==> src/core/lbbp_pkg.sv <==
// Shared constants and types for the LED blink and breathe PWM block.
package lbbp_pkg;

	// Output-mode field codes.
	localparam logic [1:0] LBBP_MODE_OFF     = 2'h0;
	localparam logic [1:0] LBBP_MODE_BREATHE = 2'h1;
	localparam logic [1:0] LBBP_MODE_BLINK   = 2'h2;
	localparam logic [1:0] LBBP_MODE_ON      = 2'h3;

	// Clock-source select codes for blinking and general-purpose operation.
	localparam logic LBBP_SRC_SLOW = 1'b0;
	localparam logic LBBP_SRC_FAST = 1'b1;

	// Counter-resolution codes and the matching wrap values.
	localparam logic [1:0] LBBP_RES_8BIT = 2'h0;
	localparam logic [1:0] LBBP_RES_7BIT = 2'h1;
	localparam logic [1:0] LBBP_RES_6BIT = 2'h2;
	localparam logic [7:0] LBBP_WRAP_8BIT = 8'hFF;
	localparam logic [7:0] LBBP_WRAP_7BIT = 8'h7F;
	localparam logic [7:0] LBBP_WRAP_6BIT = 8'h3F;

	// Duty value that holds the output fully active.
	localparam logic [7:0] LBBP_DUTY_FULL = 8'hFF;

	// Values after reset.
	localparam logic [7:0] LBBP_WDOG_RELOAD_RST = 8'h14;
	localparam logic [1:0] LBBP_MODE_RST        = 2'h0;

	// Width of one segment field in the step and interval words.
	localparam int LBBP_SEG_W = 4;

	// Breathing sequencer states, one-hot.
	typedef enum logic [3:0] {
		LBBP_ST_RISE    = 4'b0001,
		LBBP_ST_HOLD_HI = 4'b0010,
		LBBP_ST_FALL    = 4'b0100,
		LBBP_ST_HOLD_LO = 4'b1000
	} lbbp_state_e;

endpackage : lbbp_pkg

==> src/core/lbbp_top.sv <==
// LED blink, breathe and general-purpose PWM generator with watchdog.
// Overview of operation
// Blinking: free 8-bit counter, duty used unchanged.
// Blinking: counter steps on delay terminal counts.
// Duty zero off, all ones on, proportional.
// Blink and PWM ignore resolution, stay 8-bit.
// Prescale from delay reload, duty from lower limit.
// Frequency is clock over prescale+1 over period.
// General-purpose PWM has 8-bit watchdog with reload.
// Watchdog loads 0x14 at reset, reloads on writes.
// Watchdog decrements per 5 Hz tick while non-zero.
// Watchdog expiry raises interrupt, forces mode 3.
// Timeout interrupt is a one-cycle pulse.
// Stopped ticks hold watchdog count; resume continues.
// Zero reload disables watchdog; unit is 200 ms.
// Breathing period counter wraps at 256, 128, 64.
// Output on while period counter below duty.
// Off mode or reset bit clears all counters except the watchdog.
// Ramp up by step to upper limit, hold.
// Ramp down to lower limit, hold, repeat.
// Symmetric ramps use all eight segment fields.
// Asymmetric ramps split segments four and four.
// Symmetric segment index is duty bits 7:5.
// Asymmetric index is falling flag plus duty 7:6.
// Breathing always uses the slow clock ticks.
// Mode 0 off, 1 breathe, 2 blink/PWM, 3 on.
// Delay counter reloads; zero prescale passes through.
`timescale 1ns/1ns
module lbbp_top
	import lbbp_pkg::*;
#(
	parameter int PRESCALE_W = 12,
	parameter int HOLD_W     = 12
) (
	input  wire logic                  core_clk,
	input  wire logic                  rst_n,
	input  wire logic                  slow_clock_tick,
	input  wire logic                  fast_clock_tick,
	input  wire logic                  wdog_tick,
	input  wire logic                  cfg_wr,
	input  wire logic [1:0]            cfg_output_mode,
	input  wire logic                  cfg_clock_source,
	input  wire logic                  cfg_symmetric,
	input  wire logic [1:0]            cfg_counter_resolution,
	input  wire logic [7:0]            cfg_watchdog_reload,
	input  wire logic                  cfg_soft_reset,
	input  wire logic                  lim_min_wr,
	input  wire logic                  lim_max_wr,
	input  wire logic [7:0]            lim_min,
	input  wire logic [7:0]            lim_max,
	input  wire logic [PRESCALE_W-1:0] prescale_reload,
	input  wire logic [HOLD_W-1:0]     hold_time,
	input  wire logic [31:0]           segment_step_sizes,
	input  wire logic [31:0]           segment_update_intervals,
	output logic                       pwm_out,
	output logic                       watchdog_timeout_irq,
	output logic [1:0]                 output_mode,
	output logic [7:0]                 duty_status,
	output logic [7:0]                 watchdog_count
);

	// Configuration and limit registers written by software.
	logic                  clock_source;
	logic                  symmetric;
	logic [1:0]            counter_resolution;
	logic [7:0]            watchdog_reload;
	logic                  soft_reset;
	logic [7:0]            lower_limit;
	logic [7:0]            upper_limit;

	// Working state.
	logic [7:0]            period_counter;
	logic [7:0]            duty;
	logic [LBBP_SEG_W-1:0] interval_count;
	logic [HOLD_W-1:0]     hold_count;
	lbbp_state_e           state;
	lbbp_state_e           next_state;
	logic [7:0]            next_duty;

	// Decoded controls and internal strobes.
	logic                  breathe_mode;
	logic                  blink_mode;
	logic                  clear_all;
	logic                  src_tick;
	logic                  period_wrap;
	logic                  delay_tick;
	logic                  delay_term;
	logic                  wdog_expire;
	logic                  wdog_reload_req;
	logic [7:0]            wdog_reload_val;
	logic [7:0]            wrap_value;
	logic [2:0]            seg_index;
	logic [LBBP_SEG_W-1:0] seg_step;
	logic [LBBP_SEG_W-1:0] seg_interval;
	logic [8:0]            duty_up;
	logic [8:0]            duty_down;
	logic                  step_now;
	logic                  pwm_level;

	// Mode decode; off mode and the reset bit both clear the engine.
	assign breathe_mode = (output_mode == LBBP_MODE_BREATHE);
	assign blink_mode   = (output_mode == LBBP_MODE_BLINK);
	assign clear_all    = (output_mode == LBBP_MODE_OFF) || soft_reset;

	// Blinking picks the slow or fast tick; breathing is slow only.
	assign src_tick = breathe_mode ? slow_clock_tick :
		((clock_source == LBBP_SRC_FAST) ? fast_clock_tick :
		slow_clock_tick);

	// Wrap point of the period counter; blink mode is always 8-bit.
	always_comb begin
		if (!breathe_mode) begin
			wrap_value = LBBP_WRAP_8BIT;
		end else begin
			case (counter_resolution)
				LBBP_RES_7BIT: wrap_value = LBBP_WRAP_7BIT;
				LBBP_RES_6BIT: wrap_value = LBBP_WRAP_6BIT;
				default:       wrap_value = LBBP_WRAP_8BIT;
			endcase
		end
	end

	// Breathing clocks the delay counter from each period wrap; blinking
	// feeds it the source tick so it prescales the period counter.
	assign period_wrap = breathe_mode && slow_clock_tick &&
		(period_counter == wrap_value);
	assign delay_tick  = breathe_mode ? period_wrap : src_tick;

	// Prescale comes from the delay reload field in every mode.
	lbbp_divider #(
		.WIDTH (PRESCALE_W)
	) u_delay (
		.core_clk (core_clk),
		.rst_n    (rst_n),
		.clear    (clear_all),
		.tick     (delay_tick),
		.reload   (prescale_reload),
		.term     (delay_term)
	);

	// Watchdog reloads whenever the configuration or lower limit is written.
	assign wdog_reload_req = cfg_wr || lim_min_wr;
	// A configuration write brings its own reload value; a duty write
	// reuses the stored field, so a stale input port cannot leak in.
	assign wdog_reload_val = cfg_wr ? cfg_watchdog_reload :
		watchdog_reload;

	lbbp_wdog u_wdog (
		.core_clk   (core_clk),
		.rst_n      (rst_n),
		.reload_req (wdog_reload_req),
		.reload_val (wdog_reload_val),
		.wdog_tick  (wdog_tick),
		.count      (watchdog_count),
		.expire     (wdog_expire)
	);

	// Configuration register; a watchdog expiry forces the output mode to
	// fully on and wins over a simultaneous write, other fields untouched.
	always_ff @(posedge core_clk or negedge rst_n) begin
		if (!rst_n) begin
			output_mode        <= LBBP_MODE_RST;
			clock_source       <= LBBP_SRC_SLOW;
			symmetric          <= 1'b0;
			counter_resolution <= LBBP_RES_8BIT;
			watchdog_reload    <= LBBP_WDOG_RELOAD_RST;
			soft_reset         <= 1'b0;
		end else begin
			if (cfg_wr) begin
				output_mode        <= cfg_output_mode;
				clock_source       <= cfg_clock_source;
				symmetric          <= cfg_symmetric;
				counter_resolution <= cfg_counter_resolution;
				watchdog_reload    <= cfg_watchdog_reload;
				soft_reset         <= cfg_soft_reset;
			end
			if (wdog_expire) begin
				output_mode <= LBBP_MODE_ON;
			end
		end
	end

	// Limit registers.
	always_ff @(posedge core_clk or negedge rst_n) begin
		if (!rst_n) begin
			lower_limit <= 8'h00;
			upper_limit <= 8'h00;
		end else begin
			if (lim_min_wr) begin
				lower_limit <= lim_min;
			end
			if (lim_max_wr) begin
				upper_limit <= lim_max;
			end
		end
	end

	// One-cycle interrupt pulse per watchdog timeout.
	always_ff @(posedge core_clk or negedge rst_n) begin
		if (!rst_n) begin
			watchdog_timeout_irq <= 1'b0;
		end else begin
			watchdog_timeout_irq <= wdog_expire;
		end
	end

	// Period counter: breathing counts slow ticks and wraps at the
	// resolution; blinking counts delay terminal counts, free running.
	always_ff @(posedge core_clk or negedge rst_n) begin
		if (!rst_n) begin
			period_counter <= 8'h00;
		end else if (clear_all) begin
			period_counter <= 8'h00;
		end else if (breathe_mode && slow_clock_tick) begin
			if (period_counter >= wrap_value) begin
				period_counter <= 8'h00;
			end else begin
				period_counter <= period_counter + 8'h01;
			end
		end else if (blink_mode && delay_term) begin
			period_counter <= period_counter + 8'h01;
		end
	end

	// Segment selection from the duty value and ramp direction.
	always_comb begin
		if (symmetric) begin
			seg_index = duty[7:5];
		end else begin
			seg_index = {state == LBBP_ST_FALL, duty[7:6]};
		end
	end

	assign seg_step     = segment_step_sizes[seg_index*LBBP_SEG_W +:
		LBBP_SEG_W];
	assign seg_interval = segment_update_intervals[seg_index*LBBP_SEG_W +:
		LBBP_SEG_W];
	assign duty_up      = {1'b0, duty} + {5'h00, seg_step};
	assign duty_down    = {1'b0, duty} - {5'h00, seg_step};

	// A ramp step is taken once the segment interval of delay terminal
	// counts has elapsed.
	assign step_now = delay_term && (interval_count >= seg_interval);

	// Interval counter between ramp steps.
	always_ff @(posedge core_clk or negedge rst_n) begin
		if (!rst_n) begin
			interval_count <= '0;
		end else if (clear_all || !breathe_mode) begin
			interval_count <= '0;
		end else if (delay_term) begin
			if (step_now) begin
				interval_count <= '0;
			end else begin
				interval_count <= interval_count + 1'b1;
			end
		end
	end

	// Breathing sequencer next state and next duty.
	always_comb begin
		next_state = state;
		next_duty  = duty;
		case (state)
			LBBP_ST_RISE: begin
				if (duty >= upper_limit) begin
					next_state = LBBP_ST_HOLD_HI;
				end else if (step_now) begin
					if (duty_up[8] || duty_up[7:0] >= upper_limit) begin
						next_duty  = upper_limit;
						next_state = LBBP_ST_HOLD_HI;
					end else begin
						next_duty = duty_up[7:0];
					end
				end
			end
			LBBP_ST_HOLD_HI: begin
				if (delay_term && hold_count >= hold_time) begin
					next_state = LBBP_ST_FALL;
				end
			end
			LBBP_ST_FALL: begin
				if (duty <= lower_limit) begin
					next_state = LBBP_ST_HOLD_LO;
				end else if (step_now) begin
					if (duty_down[8] || duty_down[7:0] <= lower_limit) begin
						next_duty  = lower_limit;
						next_state = LBBP_ST_HOLD_LO;
					end else begin
						next_duty = duty_down[7:0];
					end
				end
			end
			LBBP_ST_HOLD_LO: begin
				if (delay_term && hold_count >= hold_time) begin
					next_state = LBBP_ST_RISE;
				end
			end
			default: begin
				next_state = LBBP_ST_RISE;
				next_duty  = 8'h00;
			end
		endcase
	end

	// Sequencer state and duty register; both clear when the engine is off.
	always_ff @(posedge core_clk or negedge rst_n) begin
		if (!rst_n) begin
			state <= LBBP_ST_RISE;
			duty  <= 8'h00;
		end else if (clear_all || !breathe_mode) begin
			state <= LBBP_ST_RISE;
			duty  <= 8'h00;
		end else begin
			state <= next_state;
			duty  <= next_duty;
		end
	end

	// Hold counter counts delay terminal counts while holding at a limit.
	always_ff @(posedge core_clk or negedge rst_n) begin
		if (!rst_n) begin
			hold_count <= '0;
		end else if (clear_all || !breathe_mode || next_state != state) begin
			hold_count <= '0;
		end else if (delay_term && (state == LBBP_ST_HOLD_HI ||
				state == LBBP_ST_HOLD_LO)) begin
			hold_count <= hold_count + 1'b1;
		end
	end

	// Output level by mode; blink duty is the lower limit as written.
	always_comb begin
		case (output_mode)
			LBBP_MODE_OFF:     pwm_level = 1'b0;
			LBBP_MODE_ON:      pwm_level = 1'b1;
			LBBP_MODE_BREATHE: pwm_level = period_counter < duty;
			LBBP_MODE_BLINK: begin
				pwm_level = (lower_limit == LBBP_DUTY_FULL) ||
					(period_counter < lower_limit);
			end
			default:           pwm_level = 1'b0;
		endcase
	end

	// Registered pin output and duty status.
	always_ff @(posedge core_clk or negedge rst_n) begin
		if (!rst_n) begin
			pwm_out     <= 1'b0;
			duty_status <= 8'h00;
		end else begin
			pwm_out     <= pwm_level;
			duty_status <= blink_mode ? lower_limit : duty;
		end
	end

endmodule : lbbp_top

==> src/core/lbbp_divider.sv <==
// Reloading down counter that acts as the delay prescaler.
`timescale 1ns/1ns
module lbbp_divider
	import lbbp_pkg::*;
#(
	parameter int WIDTH = 12
) (
	input  wire logic             core_clk,
	input  wire logic             rst_n,
	input  wire logic             clear,
	input  wire logic             tick,
	input  wire logic [WIDTH-1:0] reload,
	output logic                  term
);

	logic [WIDTH-1:0] count;

	// Count input ticks down and reload at the terminal count; a zero reload
	// makes every tick terminal so the input passes straight through.
	always_ff @(posedge core_clk or negedge rst_n) begin
		if (!rst_n) begin
			count <= '0;
			term  <= 1'b0;
		end else if (clear) begin
			count <= '0;
			term  <= 1'b0;
		end else if (tick) begin
			if (count == '0) begin
				count <= reload;
				term  <= 1'b1;
			end else begin
				count <= count - 1'b1;
				term  <= 1'b0;
			end
		end else begin
			term <= 1'b0;
		end
	end

endmodule : lbbp_divider

==> src/core/lbbp_wdog.sv <==
// Watchdog down counter for general-purpose PWM use.
`timescale 1ns/1ns
module lbbp_wdog
	import lbbp_pkg::*;
(
	input  wire logic       core_clk,
	input  wire logic       rst_n,
	input  wire logic       reload_req,
	input  wire logic [7:0] reload_val,
	input  wire logic       wdog_tick,
	output logic [7:0]      count,
	output logic            expire
);

	// Load the reset reload at reset, reload on software writes, and step
	// down once per 5 Hz tick while non-zero; without ticks the value holds.
	always_ff @(posedge core_clk or negedge rst_n) begin
		if (!rst_n) begin
			count  <= LBBP_WDOG_RELOAD_RST;
			expire <= 1'b0;
		end else if (reload_req) begin
			count  <= reload_val;
			expire <= 1'b0;
		end else if (wdog_tick && count != 8'h00) begin
			count  <= count - 8'h01;
			expire <= (count == 8'h01);
		end else begin
			expire <= 1'b0;
		end
	end

endmodule : lbbp_wdog

==> config.mk <==
export PLATFORM = sky130hd
export DESIGN_NAME = lbbp_top
export DESIGN_NICKNAME = d
export VERILOG_FILES = /design/src/core/lbbp_pkg.sv /design/src/core/lbbp_top.sv /design/src/core/lbbp_divider.sv /design/src/core/lbbp_wdog.sv
export SDC_FILE = /design/constraint.sdc
export NUM_CORES = 1
export LEC_CHECK = 0
export ABC_AREA = 0
export BUFFER_PORTS_ARGS = -buffer_cell sky130_fd_sc_hd__buf_2
export CAP_MARGIN = 0
export CORE_MARGIN = 2
export CORE_UTILIZATION = 25
export CTS_BUF_LIST = sky130_fd_sc_hd__clkbuf_8
export DETAILED_ROUTE_END_ITERATION = 8
export PLACE_DENSITY_LB_ADDON = 0.3
export SLEW_MARGIN = 40
export SYNTH_ARGS = -nofsm -noshare
export SYNTH_HDL_FRONTEND = slang
export SYNTH_SLANG_ARGS = --single-unit
==> constraint.sdc <==
create_clock -name core_clk -period 7.1 [get_ports core_clk]
set_input_delay 2.13 -clock core_clk [delete_from_list [all_inputs] [get_ports core_clk]]
set_output_delay 2.13 -clock core_clk [all_outputs]
set_load 0.02 [all_outputs]
==> results.md, run 1 <==
- Status: finished clean
- Relative slew slack: 0.482
- HP Start: u_wdog.expire$_DFF_PN0_
- Syn_nets: 1,011
- Clock power frac: 0.243
- CP max-delay cell: o31ai_2
- CTS Sinks: 99
- Internal: 0.000945 W
- Starting Density: 0.253
- Slew Limit Fails: 0
- Total GRT Usage: 0.136
- Fin nets: 1,145
- Pre-antenna DRT Iters: 4
- Yosys top cell by area: dfrtp_1
- Mean Syn Cell Area: 9.37 µm²
- Yosys warning count: 0
- Syn-to-layout area delta: 18.1%
- Yosys top cell area share: 0.314
- Net Sw Power: 0.000564 W
- Setup-failing EPs final: 0
- Buf+Inv Stages, Crit Path: 2
- Netlist cell types: 75
- Crit path required time: 7.36 ns
- Total gr overflow: 0
- Cells after DPL: 1,312
- Root buffer selected by CTS: clkbuf_8
- Worst hold path class: flip-flop to flip-flop
- CTS resizes: 0
- Worst VDD drop: 0.0824 mV
- Tot Pwr: 0.00151 W
- Register area share after synthesis: 0.332
- CP startpoint kind: input port
- Via Count: 6,396
- Static Leak: 4.08 nW
- Logic gate share of total power: 0.319
- Post-synth EDFFs: 0
- Rows: 63
- Fin crit share: 0.825
- Initial DRC count: 274
- Critical path class: input port to flip-flop
- CTS tree: built
- Critical Path Fanout Max: 12
- IO Count: 147
- RSZ-0062 raised after global routing: false
- Setup Skew: 0.0194 ns
- Dominant cells by area after synthesis: dfrtp_1, ha_1, mux4_2, o21ai_0, nand2_1
- Initial antenna violation count: 4
- Primary FF master, synth: dfrtp_1
- RR Startpoint: symmetric$_DFFE_PN0P_
- Core ar.: 29,600 µm²
- Post-DP HPWL: 16,200 µm
- Critical Path Source: segment_step_sizes[0]
- Die area: 31,400 µm²
- Die W: 177 µm
- Post-route ant nets: 0
- Clock Tree Buf Depth: 2
- Clock slew at reported path FFs: 0.10 ns
- First-pass GRT wire length: 34,000 µm
- CP Capture Type: flip-flop
- Vias in the first global route: 6,562
- Total CTS buffers: 9
- Largest net degree at the start of global routing: 65
- Arrival time at the worst endpoint: 6.12 ns
- Max frequency: 171 MHz
- Number of failing hold endpoints at the final stage: 0
- Max-cap violation count: 0
- Power Dens Cells: 171 nW/µm²
- Drt wl/cell: 15.8 µm
- CTS Hold Bufs: 0
- Fin Hold WS: 0.416 ns
- Post-synth ARST share: 1.00
- Slowest stage delay, CP: 0.55 ns
- Final instance area: 8840 µm²
- Switch share: 0.374
- RD Place Congestion: 0.861
- Post-Layout Cell Count: 1,330
- Clk_lat worst skew: 0.40 ns
- Register share of total power: 0.438
- Sum of negative setup slack: 0 ns
- Synth Instances: 799
- Post-Syn Area: 7490 µm²
- Chip height: 177 µm
- Share of layout cells above drive strength 1: 0.256
- Worst-margin pin slew: 0.775 ns
- Final wirelength: 21,000 µm
- Cell family with most CP delay: compound AO/OA/AOI/OAI gates
- Post-layout min period: 5.86 ns
- Critical-path cell list: buf_2, mux4_2, mux2_2, ha_1, fa_1, o21ba_2, nor2_1, nor4_1, xnor2_1, ha_1, o21ai_0, nor2_1, o31ai_2, o21ai_1, a31oi_1, buf_4, nor4b_1
- Remaining DRCs: 0
- Post-DP Area: 8630 µm²
- Port Buffers: 146
- Flop and latch count out of synthesis: 99
- Post CTS Setup Buffer Count: 0
- Vias per inst: 4.81
- H-tree depth: 3
final cells by class:
cell class | count | area, µm²
well taps | 390 | 488
fillers | 3178 | 20700
clock inverters | 6 | 48.8
inverters | 56 | 210
multi-input cells | 616 | 4700
clock buffers | 10 | 138
flip-flops and latches | 99 | 2480
diodes | 2 | 5.00
repair buffers | 151 | 774
stage by stage:
stage / worst slack [ns] / utilization
after floorplan: 1.31 / -
after global placement: 0.961 / 0.291
after detailed placement: 0.858 / 0.292
after CTS: 1.30 / 0.298
after global routing: 1.05 / 0.299
final: 1.24 / 0.299
final timing paths:
check,to,slack [ns],cells past startpoint
worst max-delay path,hold_count[8]$_DFFE_PN0P_,1.24,17
worst min-delay path,watchdog_timeout_irq$_DFF_PN0_,0.42,0
worst max register to register,hold_count[8]$_DFFE_PN0P_,1.85,17
worst min register to register,watchdog_timeout_irq$_DFF_PN0_,0.42,0
max in group asynchronous,state[0]$_DFF_PN1_,4.39,2
min in group asynchronous,watchdog_reload[3]$_DFF_PN0_,1.72,1
routing by layer:
| layer | part of all wire | track usage |
|---|---|---|
| met1 | 0.47 | 0.180 |
| met4 | 0.013 | 0.0372 |
| met2 | 0.45 | 0.223 |
| met5 | 0.0010 | 0 |
| met3 | 0.061 | 0.0303 |
registers in the layout, indices dropped and copies added, names as in the netlist, 8 cells and up:
name,count
hold_count,12
upper_limit,8
lower_limit,8
u_delay.count,12
u_wdog.count,8
watchdog_reload,8
duty_status,8
duty,8
period_counter,8
cells in the mapped netlist, types with 5 or more instances:
cell type and count:
nand2_1 72, xor2_1 12, buf_2 7, xnor2_1 23, and3_1 8, nor3_1 13, nand4_1 15, nand3_1 17
a21oi_1 49, inv_1 56, o31ai_1 6, o211ai_1 11, a211oi_1 9, dfrtp_1 94, clkbuf_1 13, dfstp_2 5
a31oi_1 5, ha_1 83, a21o_1 10, o2111ai_1 6, mux4_2 16, mux2i_1 7, o21ai_0 68, a22oi_1 5
mux2_2 24, or3_1 5, nand2b_1 13, nor2b_1 6, nor2_1 60, buf_4 6
power by group through the flow:
stage	registers [W]	clock network, W	logic [W]
2_1_floorplan	0.000666	0	0.000355
3_3_place_gp	0.000671	0	0.000478
3_5_place_dp	0.000672	0	0.000488
4_1_cts	0.000662	0.000387	0.000489
5_1_grt	0.000670	0.000409	0.000553
6_report	0.000661	0.000366	0.000482
cell usage in the layout, fill, tap and decap left out, drive strengths merged, types with 11 or more instances in the layout:
cell / netlist / final
buf: 15 / 151
nand2: 72 / 72
o211ai: 11 / 11
mux2: 24 / 24
mux4: 16 / 16
nand2b: 13 / 13
inv: 56 / 57
ha: 83 / 83
nand3: 18 / 18
nor3: 14 / 14
a21oi: 50 / 50
xnor2: 23 / 23
o21ai: 71 / 71
xor2: 12 / 12
dfrtp: 94 / 94
nor2: 61 / 61
nand4: 15 / 15
cells by family (layout without fill, tap and decap cells):
family                     after synthesis  count (layout)  share of synthesized area
and+or+nand+nor                        239             239                      0.161
adders and majority gates               85              85                      0.144
buffers and inverters                   84             223                     0.0473
muxes                                   48              48                     0.0954
DFF                                     99              99                      0.332
AOI/OAI and AO/OA                      209             209                      0.180
xor gates and xnor gates                35              35                     0.0409
other                                    0               2                          0
worst reg2reg max path, cell delays in order, from the launching register on:
cell	delay, ns
dfrtp_1	0.56
mux2i_4	0.56
mux4_2	0.57
mux2_2	0.33
ha_1	0.22
fa_1	0.40
o21ba_2	0.21
nor2_1	0.18
nor4_1	0.11
xnor2_1	0.23
ha_1	0.27
o21ai_0	0.15
nor2_1	0.08
o31ai_2	0.55
o21ai_1	0.19
a31oi_1	0.20
buf_4	0.23
nor4b_1	0.08
(Power assumes the default switching activity.)
==> inputs of run 2 (changes only) <==
--- a/config.mk
+++ b/config.mk
@@ -5,7 +5,7 @@
 export SDC_FILE = /design/constraint.sdc
 export NUM_CORES = 1
 export LEC_CHECK = 0
-export ABC_AREA = 0
+export ABC_AREA = 1
 export BUFFER_PORTS_ARGS = -buffer_cell sky130_fd_sc_hd__buf_2
 export CAP_MARGIN = 0
 export CORE_MARGIN = 2
==> constraint.sdc (replaced) <==
create_clock -name core_clk -period 5.4 [get_ports core_clk]
set_input_delay 1.62 -clock core_clk [delete_from_list [all_inputs] [get_ports core_clk]]
set_output_delay 1.62 -clock core_clk [all_outputs]
set_load 0.02 [all_outputs]
==> results.md, run 2 <==
- Status: finished clean
- Register share of total power: 0.349 (-0.089)
- Setup Skew: 0.0179 ns (-0.00146 ns)
- CP max-delay cell: fa_1
- Worst VDD drop: 0.280 mV (+240%)
- Clock power frac: 0.201 (-0.042)
- IO Count: 147 (unchanged)
- RD Place Congestion: 0.848 (-1.6%)
- Clock slew at reported path FFs: 0.13 ns (+0.03 ns)
- Remaining DRCs: 0 (unchanged)
- Post-synth EDFFs: 0 (unchanged)
- Commonest cells in the netlist: nand2_1, inv_1, dfrtp_1, o21ai_0, ha_1
- Max-cap violation count: 0 (unchanged)
- Share of layout cells above drive strength 1: 0.192 (-0.0634)
- CTS resizes: 0 (unchanged)
- Primary FF master, synth: dfrtp_1
- Worst hold path class: flip-flop to flip-flop
- Total CTS buffers: 9 (unchanged)
- CTS tree: built
- Slowest stage delay, CP: 0.40 ns (-0.15 ns)
- CP Capture Type: flip-flop
- Internal: 0.00146 W (+54%)
- CTS Sinks: 99 (unchanged)
- Critical-path cell list: buf_2, a21oi_1, a221o_1, o21ai_0, ha_1, fa_1, inv_1, nand3_2, nand2_2, inv_2, nand3_1, xor2_1, inv_1, ha_1, nand2_1, nor2_1, nand4_1, nand3_4, nand2_2, and2_4, a21oi_2, nor2_2, nand2_2, nor2_1
- Core ar.: 30,500 µm² (+3.2%)
- Pre-CTS WS: 0.103 ns (-0.755 ns)
- Netlist cell types: 52 (-31%)
- Cell family with most CP delay: simple AND/OR/NAND/NOR gates
- Drt wl/cell: 13.9 µm (-12%)
- Leading registers by flop count: hold_count: 12 flops, u_delay.count: 12 flops
- Post-route ant nets: 0 (unchanged)
- Starting Density: 0.253 (-0.000423)
- Initial DRC count: 399 (+46%)
- Yosys top cell by area: dfrtp_1
- Port Buffers: 146 (unchanged)
- Number of failing hold endpoints at the final stage: 0 (unchanged)
- Post-layout min period: 4.87 ns
- Register area share after synthesis: 0.322 (-0.00978)
- Total gr overflow: 0 (unchanged)
- Area of the multi-input gates: 4530 µm² (-3.6%)
- Relative slew slack: 0.529 (+0.0467)
- Post-synth ARST share: 1.00 (unchanged)
- Fin nets: 1,402 (+22%)
- Post-Synth Simple-Gate Area: 0.239 (+0.0779)
- Initial antenna violation count: 2 (-2)
- Pre-antenna DRT Iters: 5 (+1)
- Final wirelength: 22,200 µm (+5.5%)
- Critical Path Fanout Max: 12 (unchanged)
- Root buffer selected by CTS: clkbuf_8
- Static Leak: 4.65 nW (+14%)
- Via Count: 7,377 (+15%)
- Multiplexer area fraction after synthesis: 0.00276 (-0.0926)
- Net Sw Power: 0.00118 W (+110%)
- Final setup margin: 0.528 ns (-0.713 ns)
- FF+latch area: 2480 µm² (unchanged)
- Chip height: 180 µm (+1.5%)
- Synth Instances: 1,047 (+31%)
- Post-Syn Area: 7720 µm² (+3.0%)
- Critical path class: input port to flip-flop
- CP startpoint kind: input port
- Max frequency: 205 MHz
- Vias in the first global route: 6,963 (+6.1%)
- Buf+Inv Stages, Crit Path: 4 (+2)
- Most frequent cell after synthesis: nand2_1
- Commonest non-fill, non-tap cell in the layout: nand2_1
- Die area: 32,300 µm² (+3.0%)
- Logic gate share of total power: 0.451 (+0.132)
- Syn-to-layout area delta: 18.1% (about the same)
- Post CTS Setup Buffer Count: 0 (unchanged)
- Fill count: 3,337 (+5.0%)
- Power Dens Cells: 289 nW/µm² (+69%)
- Vias per inst: 4.64 (-3.6%)
- Slew Limit Fails: 0 (unchanged)
- Dominant cells by area after synthesis: dfrtp_1, ha_1, nand2_1, inv_1, o21ai_0
- Die W: 180 µm (+1.5%)
- Worst-margin pin slew: 0.704 ns (-0.0707 ns)
- Clock Tree Buf Depth: 2 (unchanged)
- RSZ-0062 raised after global routing: false
- Arrival time at the worst endpoint: 5.15 ns (-0.97 ns)
- Flop and latch count out of synthesis: 99 (unchanged)
- Fin crit share: 0.902
- Rows: 64 (+1.6%)
- Yosys top cell area share: 0.305 (-0.00927)
- Commonest non-fill, non-tap cells in the layout: nand2_1, buf_2, inv_1
- CTS Hold Bufs: 0 (unchanged)
- Sum of negative setup slack: 0 ns (unchanged)
- Post-synthesis adder-cell area fraction: 0.140 (-0.00425)
- Largest net degree at the start of global routing: 77 (+18%)
- Switch share: 0.447 (+0.0730)
- Xor and xnor fraction of the mapped netlist area: 0.0295 (-0.0114)
- Post-synthesis compound-gate area fraction: 0.175 (-0.00466)
- First-pass GRT wire length: 35,800 µm (+5.2%)
- Post-DP HPWL: 17,200 µm (+6.4%)
- Total GRT Usage: 0.136 (-0.000345)
- Crit path required time: 5.68 ns (-1.68 ns)
- ANT cells: 0 (-2)
- Syn_nets: 1,259 (+25%)
- H-tree depth: 3 (unchanged)
- Clk_lat worst skew: 0.40 ns (about the same)
- Mean Syn Cell Area: 7.37 µm² (-21%)
- Yosys warning count: 0 (unchanged)
- Setup-failing EPs final: 0 (unchanged)
- Crit path top cell by count: nand2_2
- Main combinational cell family by area after synthesis: simple AND/OR/NAND/NOR gates
## run 2: cell types whose count changed after synthesis, sizes merged, moves of 16 or more
| cell | change |
|---|---|
| a21oi | +24 |
| nand2 | +183 |
| mux4 | -16 |
| nand3 | +26 |
| inv | +91 |
| nor2 | +22 |
| o21ai | +33 |
| xnor2 | -18 |
| mux2 | -23 |
## run 2: cell families after synthesis
logic type | Yosys count
AOI/OAI and AO/OA | 233
xor gates and xnor gates | 26
DFF | 99
and+or+nand+nor | 426
adders and majority gates | 85
buffers and inverters | 176
muxes | 2
## run 2: power groups by stage
stage               Sequential [W]  Combinational, W  Clock (W)
floorplan                 0.000930          0.000865          0
global placement          0.000935           0.00118          0
detailed placement        0.000934           0.00119          0
CTS                       0.000921           0.00119   0.000556
global route              0.000936           0.00138   0.000584
finish                    0.000919           0.00119   0.000529
## run 2: area by class of cell
class,count,share of cell area
Tap cell,396,0.0544
Clock inverter,7,0.0103
Sequential cell,99,0.272
Clock buffer,9,0.0136
Multi-Input combinational cell,772,0.496
Timing Repair Buffer,158,0.0910
Inverter,150,0.0619
## run 2: per-stage QoR
step                 util  area [µm²]  cells  hold slack, ns  total power (W)
finish              0.299        9120   1591           0.447          0.00264
detailed placement  0.292        8900   1575           0.409          0.00212
floorplan               -        7720   1047           0.375          0.00180
global route        0.299        9120   1591           0.472          0.00290
global placement    0.291        8890   1575           0.406          0.00212
CTS                 0.299        9110   1591           0.445          0.00267
## run 2: final timing paths
path / from / end / slack [ns] / cells past startpoint
worst max-delay path: segment_step_sizes[20] / hold_count[0]$_DFFE_PN0P_ / 0.53 / 24
worst max register to register: duty[5]$_DFFE_PN0P_ / hold_count[0]$_DFFE_PN0P_ / 0.53 / 25
worst min register to register: u_wdog.expire$_DFF_PN0_ / watchdog_timeout_irq$_DFF_PN0_ / 0.45 / 0
max in group asynchronous: rst_n / u_wdog.count[4]$_DFFE_PN1P_ / 3.33 / 2
min in group asynchronous: rst_n / u_delay.count[9]$_DFFE_PN0P_ / 1.22 / 1
worst min-delay path: u_wdog.expire$_DFF_PN0_ / watchdog_timeout_irq$_DFF_PN0_ / 0.45 / 0
## run 2: per-layer routing
layer  vias to the layer above  part of all wire  global-route usage
met5                         -            0.0012                   0
met4                         4             0.015              0.0345
met3                        28             0.043              0.0249
met2                       159              0.47               0.228
met1                      3420              0.47               0.180
li1                       3766                 -                   -
==> inputs of run 3 (changes only) <==
--- a/config.mk
+++ b/config.mk
@@ -13,6 +13,7 @@
 export CTS_BUF_LIST = sky130_fd_sc_hd__clkbuf_8
 export DETAILED_ROUTE_END_ITERATION = 8
 export PLACE_DENSITY_LB_ADDON = 0.3
+export REMOVE_ABC_BUFFERS = 1
 export SLEW_MARGIN = 40
 export SYNTH_ARGS = -nofsm -noshare
 export SYNTH_HDL_FRONTEND = slang
==> results.md, run 3 (synthesis gave the netlist of run 2 again) <==
- Share of layout cells above drive strength 1: 0.190 (-0.00271)
- Arrival time at the worst endpoint: 5.04 ns (-0.11 ns)
- Post-DP HPWL: 16,600 µm (-3.6%)
- Number of failing hold endpoints at the final stage: 0 (unchanged)
- Top routing layer used: met5
- Met3 wire len: 1180 µm (+24%)
- RD Place Congestion: 0.854 (+0.77%)
- Sum of negative setup slack: 0 ns (unchanged)
- Total gr overflow: 0 (unchanged)
- Pre-antenna DRT Iters: 5 (unchanged)
- CTS tree: built
- Setup-failing EPs final: 0 (unchanged)
- Leading registers by flop count: hold_count: 12 flops, u_delay.count: 12 flops
- CP startpoint kind: input port
- H-tree depth: 3 (unchanged)
- Reg2Reg Setup Slack: 0.65 ns (+0.12 ns)
- Die W: 180 µm (unchanged)
- Setup Skew: 0.0211 ns (+0.00315 ns)
- Clk_lat worst skew: 0.40 ns (about the same)
- Max-cap violation count: 0 (unchanged)
- Metal2 WL: 9370 µm (-11%)
- Status: finished clean
- Total CTS buffers: 9 (unchanged)
- Worst VDD drop: 0.133 mV (-52%)
- Vias per inst: 4.57 (-1.5%)
- Worst hold path class: flip-flop to flip-flop
- DRT met1 WL: 10,100 µm (-2.3%)
- Remaining DRCs: 0 (unchanged)
- CTS resizes: 0 (unchanged)
- Clock slew at reported path FFs: 0.13 ns (about the same)
- Fin crit share: 0.883 (-0.0192)
- Syn-to-layout area delta: 17.5%
- Power Dens Cells: 288 nW/µm² (-0.42%)
- RSZ-0062 raised after global routing: false
- Max frequency: 210 MHz (+2.2%)
- Relative slew slack: 0.482 (-0.0466)
- Static Leak: 4.63 nW (-0.56%)
- Largest net degree at the start of global routing: 38 (-51%)
- Fin nets: 1,398 (-0.29%)
- Drt wl/cell: 13.2 µm (-5.3%)
- Post-Layout Cell Count: 1,588 (-0.19%)
- Initial DRC count: 364 (-8.8%)
- Critical Path Fanout Max: 12 (unchanged)
- Critical path class: input port to flip-flop
- Critical Path Source: segment_step_sizes[20]
- Final setup margin: 0.632 ns (+0.104 ns)
- Slew Limit Fails: 0 (unchanged)
- Fin Hold WS: 0.425 ns (-0.0220 ns)
- Clock Tree Buf Depth: 2 (unchanged)
- HP Start: u_wdog.expire$_DFF_PN0_
- Chip height: 180 µm (unchanged)
- RR Startpoint: duty[7]$_DFFE_PN0P_
- Crit path required time: 5.68 ns (about the same)
- Cells after DPL: 1,571 (-0.25%)
- Post-route ant nets: 0 (unchanged)
- Port Buffers: 146 (unchanged)
- Starting Density: 0.253 (unchanged)
- Worst-margin pin slew: 0.774 ns (+0.0696 ns)
- Die area: 32,300 µm² (unchanged)
- Initial antenna violation count: 4 (+2)
- Via Count: 7,255 (-1.7%)
- Rows: 64 (unchanged)
- Post-layout min period: 4.77 ns (-0.104 ns)
- CP Capture Type: flip-flop
- Commonest non-fill, non-tap cell in the layout: nand2_1
- IO Count: 147 (unchanged)
- Core ar.: 30,500 µm² (unchanged)
- CTS Hold Bufs: 0 (unchanged)
- Post CTS Setup Buffer Count: 0 (unchanged)
- Root buffer selected by CTS: clkbuf_8
- Vias in the first global route: 7,082 (+1.7%)
- Pre-CTS WS: 0.238 ns (+0.135 ns)
- First-pass GRT wire length: 35,300 µm (-1.4%)
- Commonest non-fill, non-tap cells in the layout: nand2_1, buf_2, inv_1
- CTS Sinks: 99 (unchanged)
- Total GRT Usage: 0.132 (-0.00376)
- Final wirelength: 21,000 µm (-5.5%)
-- run 3: cell types whose count changed in the layout (fill, tap and decap cells not counted), sizes merged --
cell,before,now
inv,149,153
diode,0,1
clkbuf,10,9
clkinv,8,4
buf,157,154
-- run 3: path summary, 6_finish.rpt --
check | end | cells after the start
setup reg to reg | hold_count[1]$_DFFE_PN0P_ | 27
max in group asynchronous | watchdog_reload[4]$_DFF_PN1_ | 2
hold / removal | watchdog_timeout_irq$_DFF_PN0_ | 0
setup / recovery | hold_count[1]$_DFFE_PN0P_ | 24
min in group asynchronous | output_mode[0]$_DFFE_PN0P_ | 1
hold reg to reg | watchdog_timeout_irq$_DFF_PN0_ | 0
-- run 3: layer usage --
layer,GRT usage,up-vias
met5,0,-
met4,0.0270,6
met3,0.0330,20
met2,0.215,173
met1,0.177,3295
li1,-,3761
-- run 3: final cells by class --
class	count	area (µm²)
Clock buffer	9	124
Multi-Input combinational cell	772	4530
Fill cell	3336	21400
Sequential cell	99	2480
Timing Repair Buffer	154	793
Inverter	150	564
Tap cell	396	495
Clock inverter	7	76.3
Antenna cell	1	2.50
-- run 3: worst max-delay path, cell delays in order --
cell	delay (ns)
buf_2	0.09
a21oi_1	0.14
a221o_1	0.15
o21ai_0	0.21
ha_1	0.29
fa_1	0.40
inv_1	0.08
nand3_2	0.08
nand2_2	0.10
inv_2	0.04
nand3_1	0.07
xor2_1	0.20
inv_1	0.06
ha_1	0.27
nand2_1	0.06
nor2_1	0.14
nand4_1	0.17
nand3_4	0.14
nand2_2	0.06
and2_4	0.14
a21oi_2	0.11
nor2_2	0.05
nand2_2	0.27
nor2_1	0.07
-- run 3: stage by stage --
step	utilization	total power (W)	instance area [µm²]
final	0.297	0.00261	9060
after global routing	0.297	0.00288	9060
after CTS	0.297	0.00265	9060
after detailed placement	0.290	0.00211	8860
after global placement	0.290	0.00211	8860
after floorplan	-	0.00177	7570
-- run 3: where the power goes --
part,total (W),switching (W),internal [W]
Sequential,0.000916,0.0000825,0.000833
Combinational,0.00118,0.000745,0.000435
Clock,0.000515,0.000328,0.000187
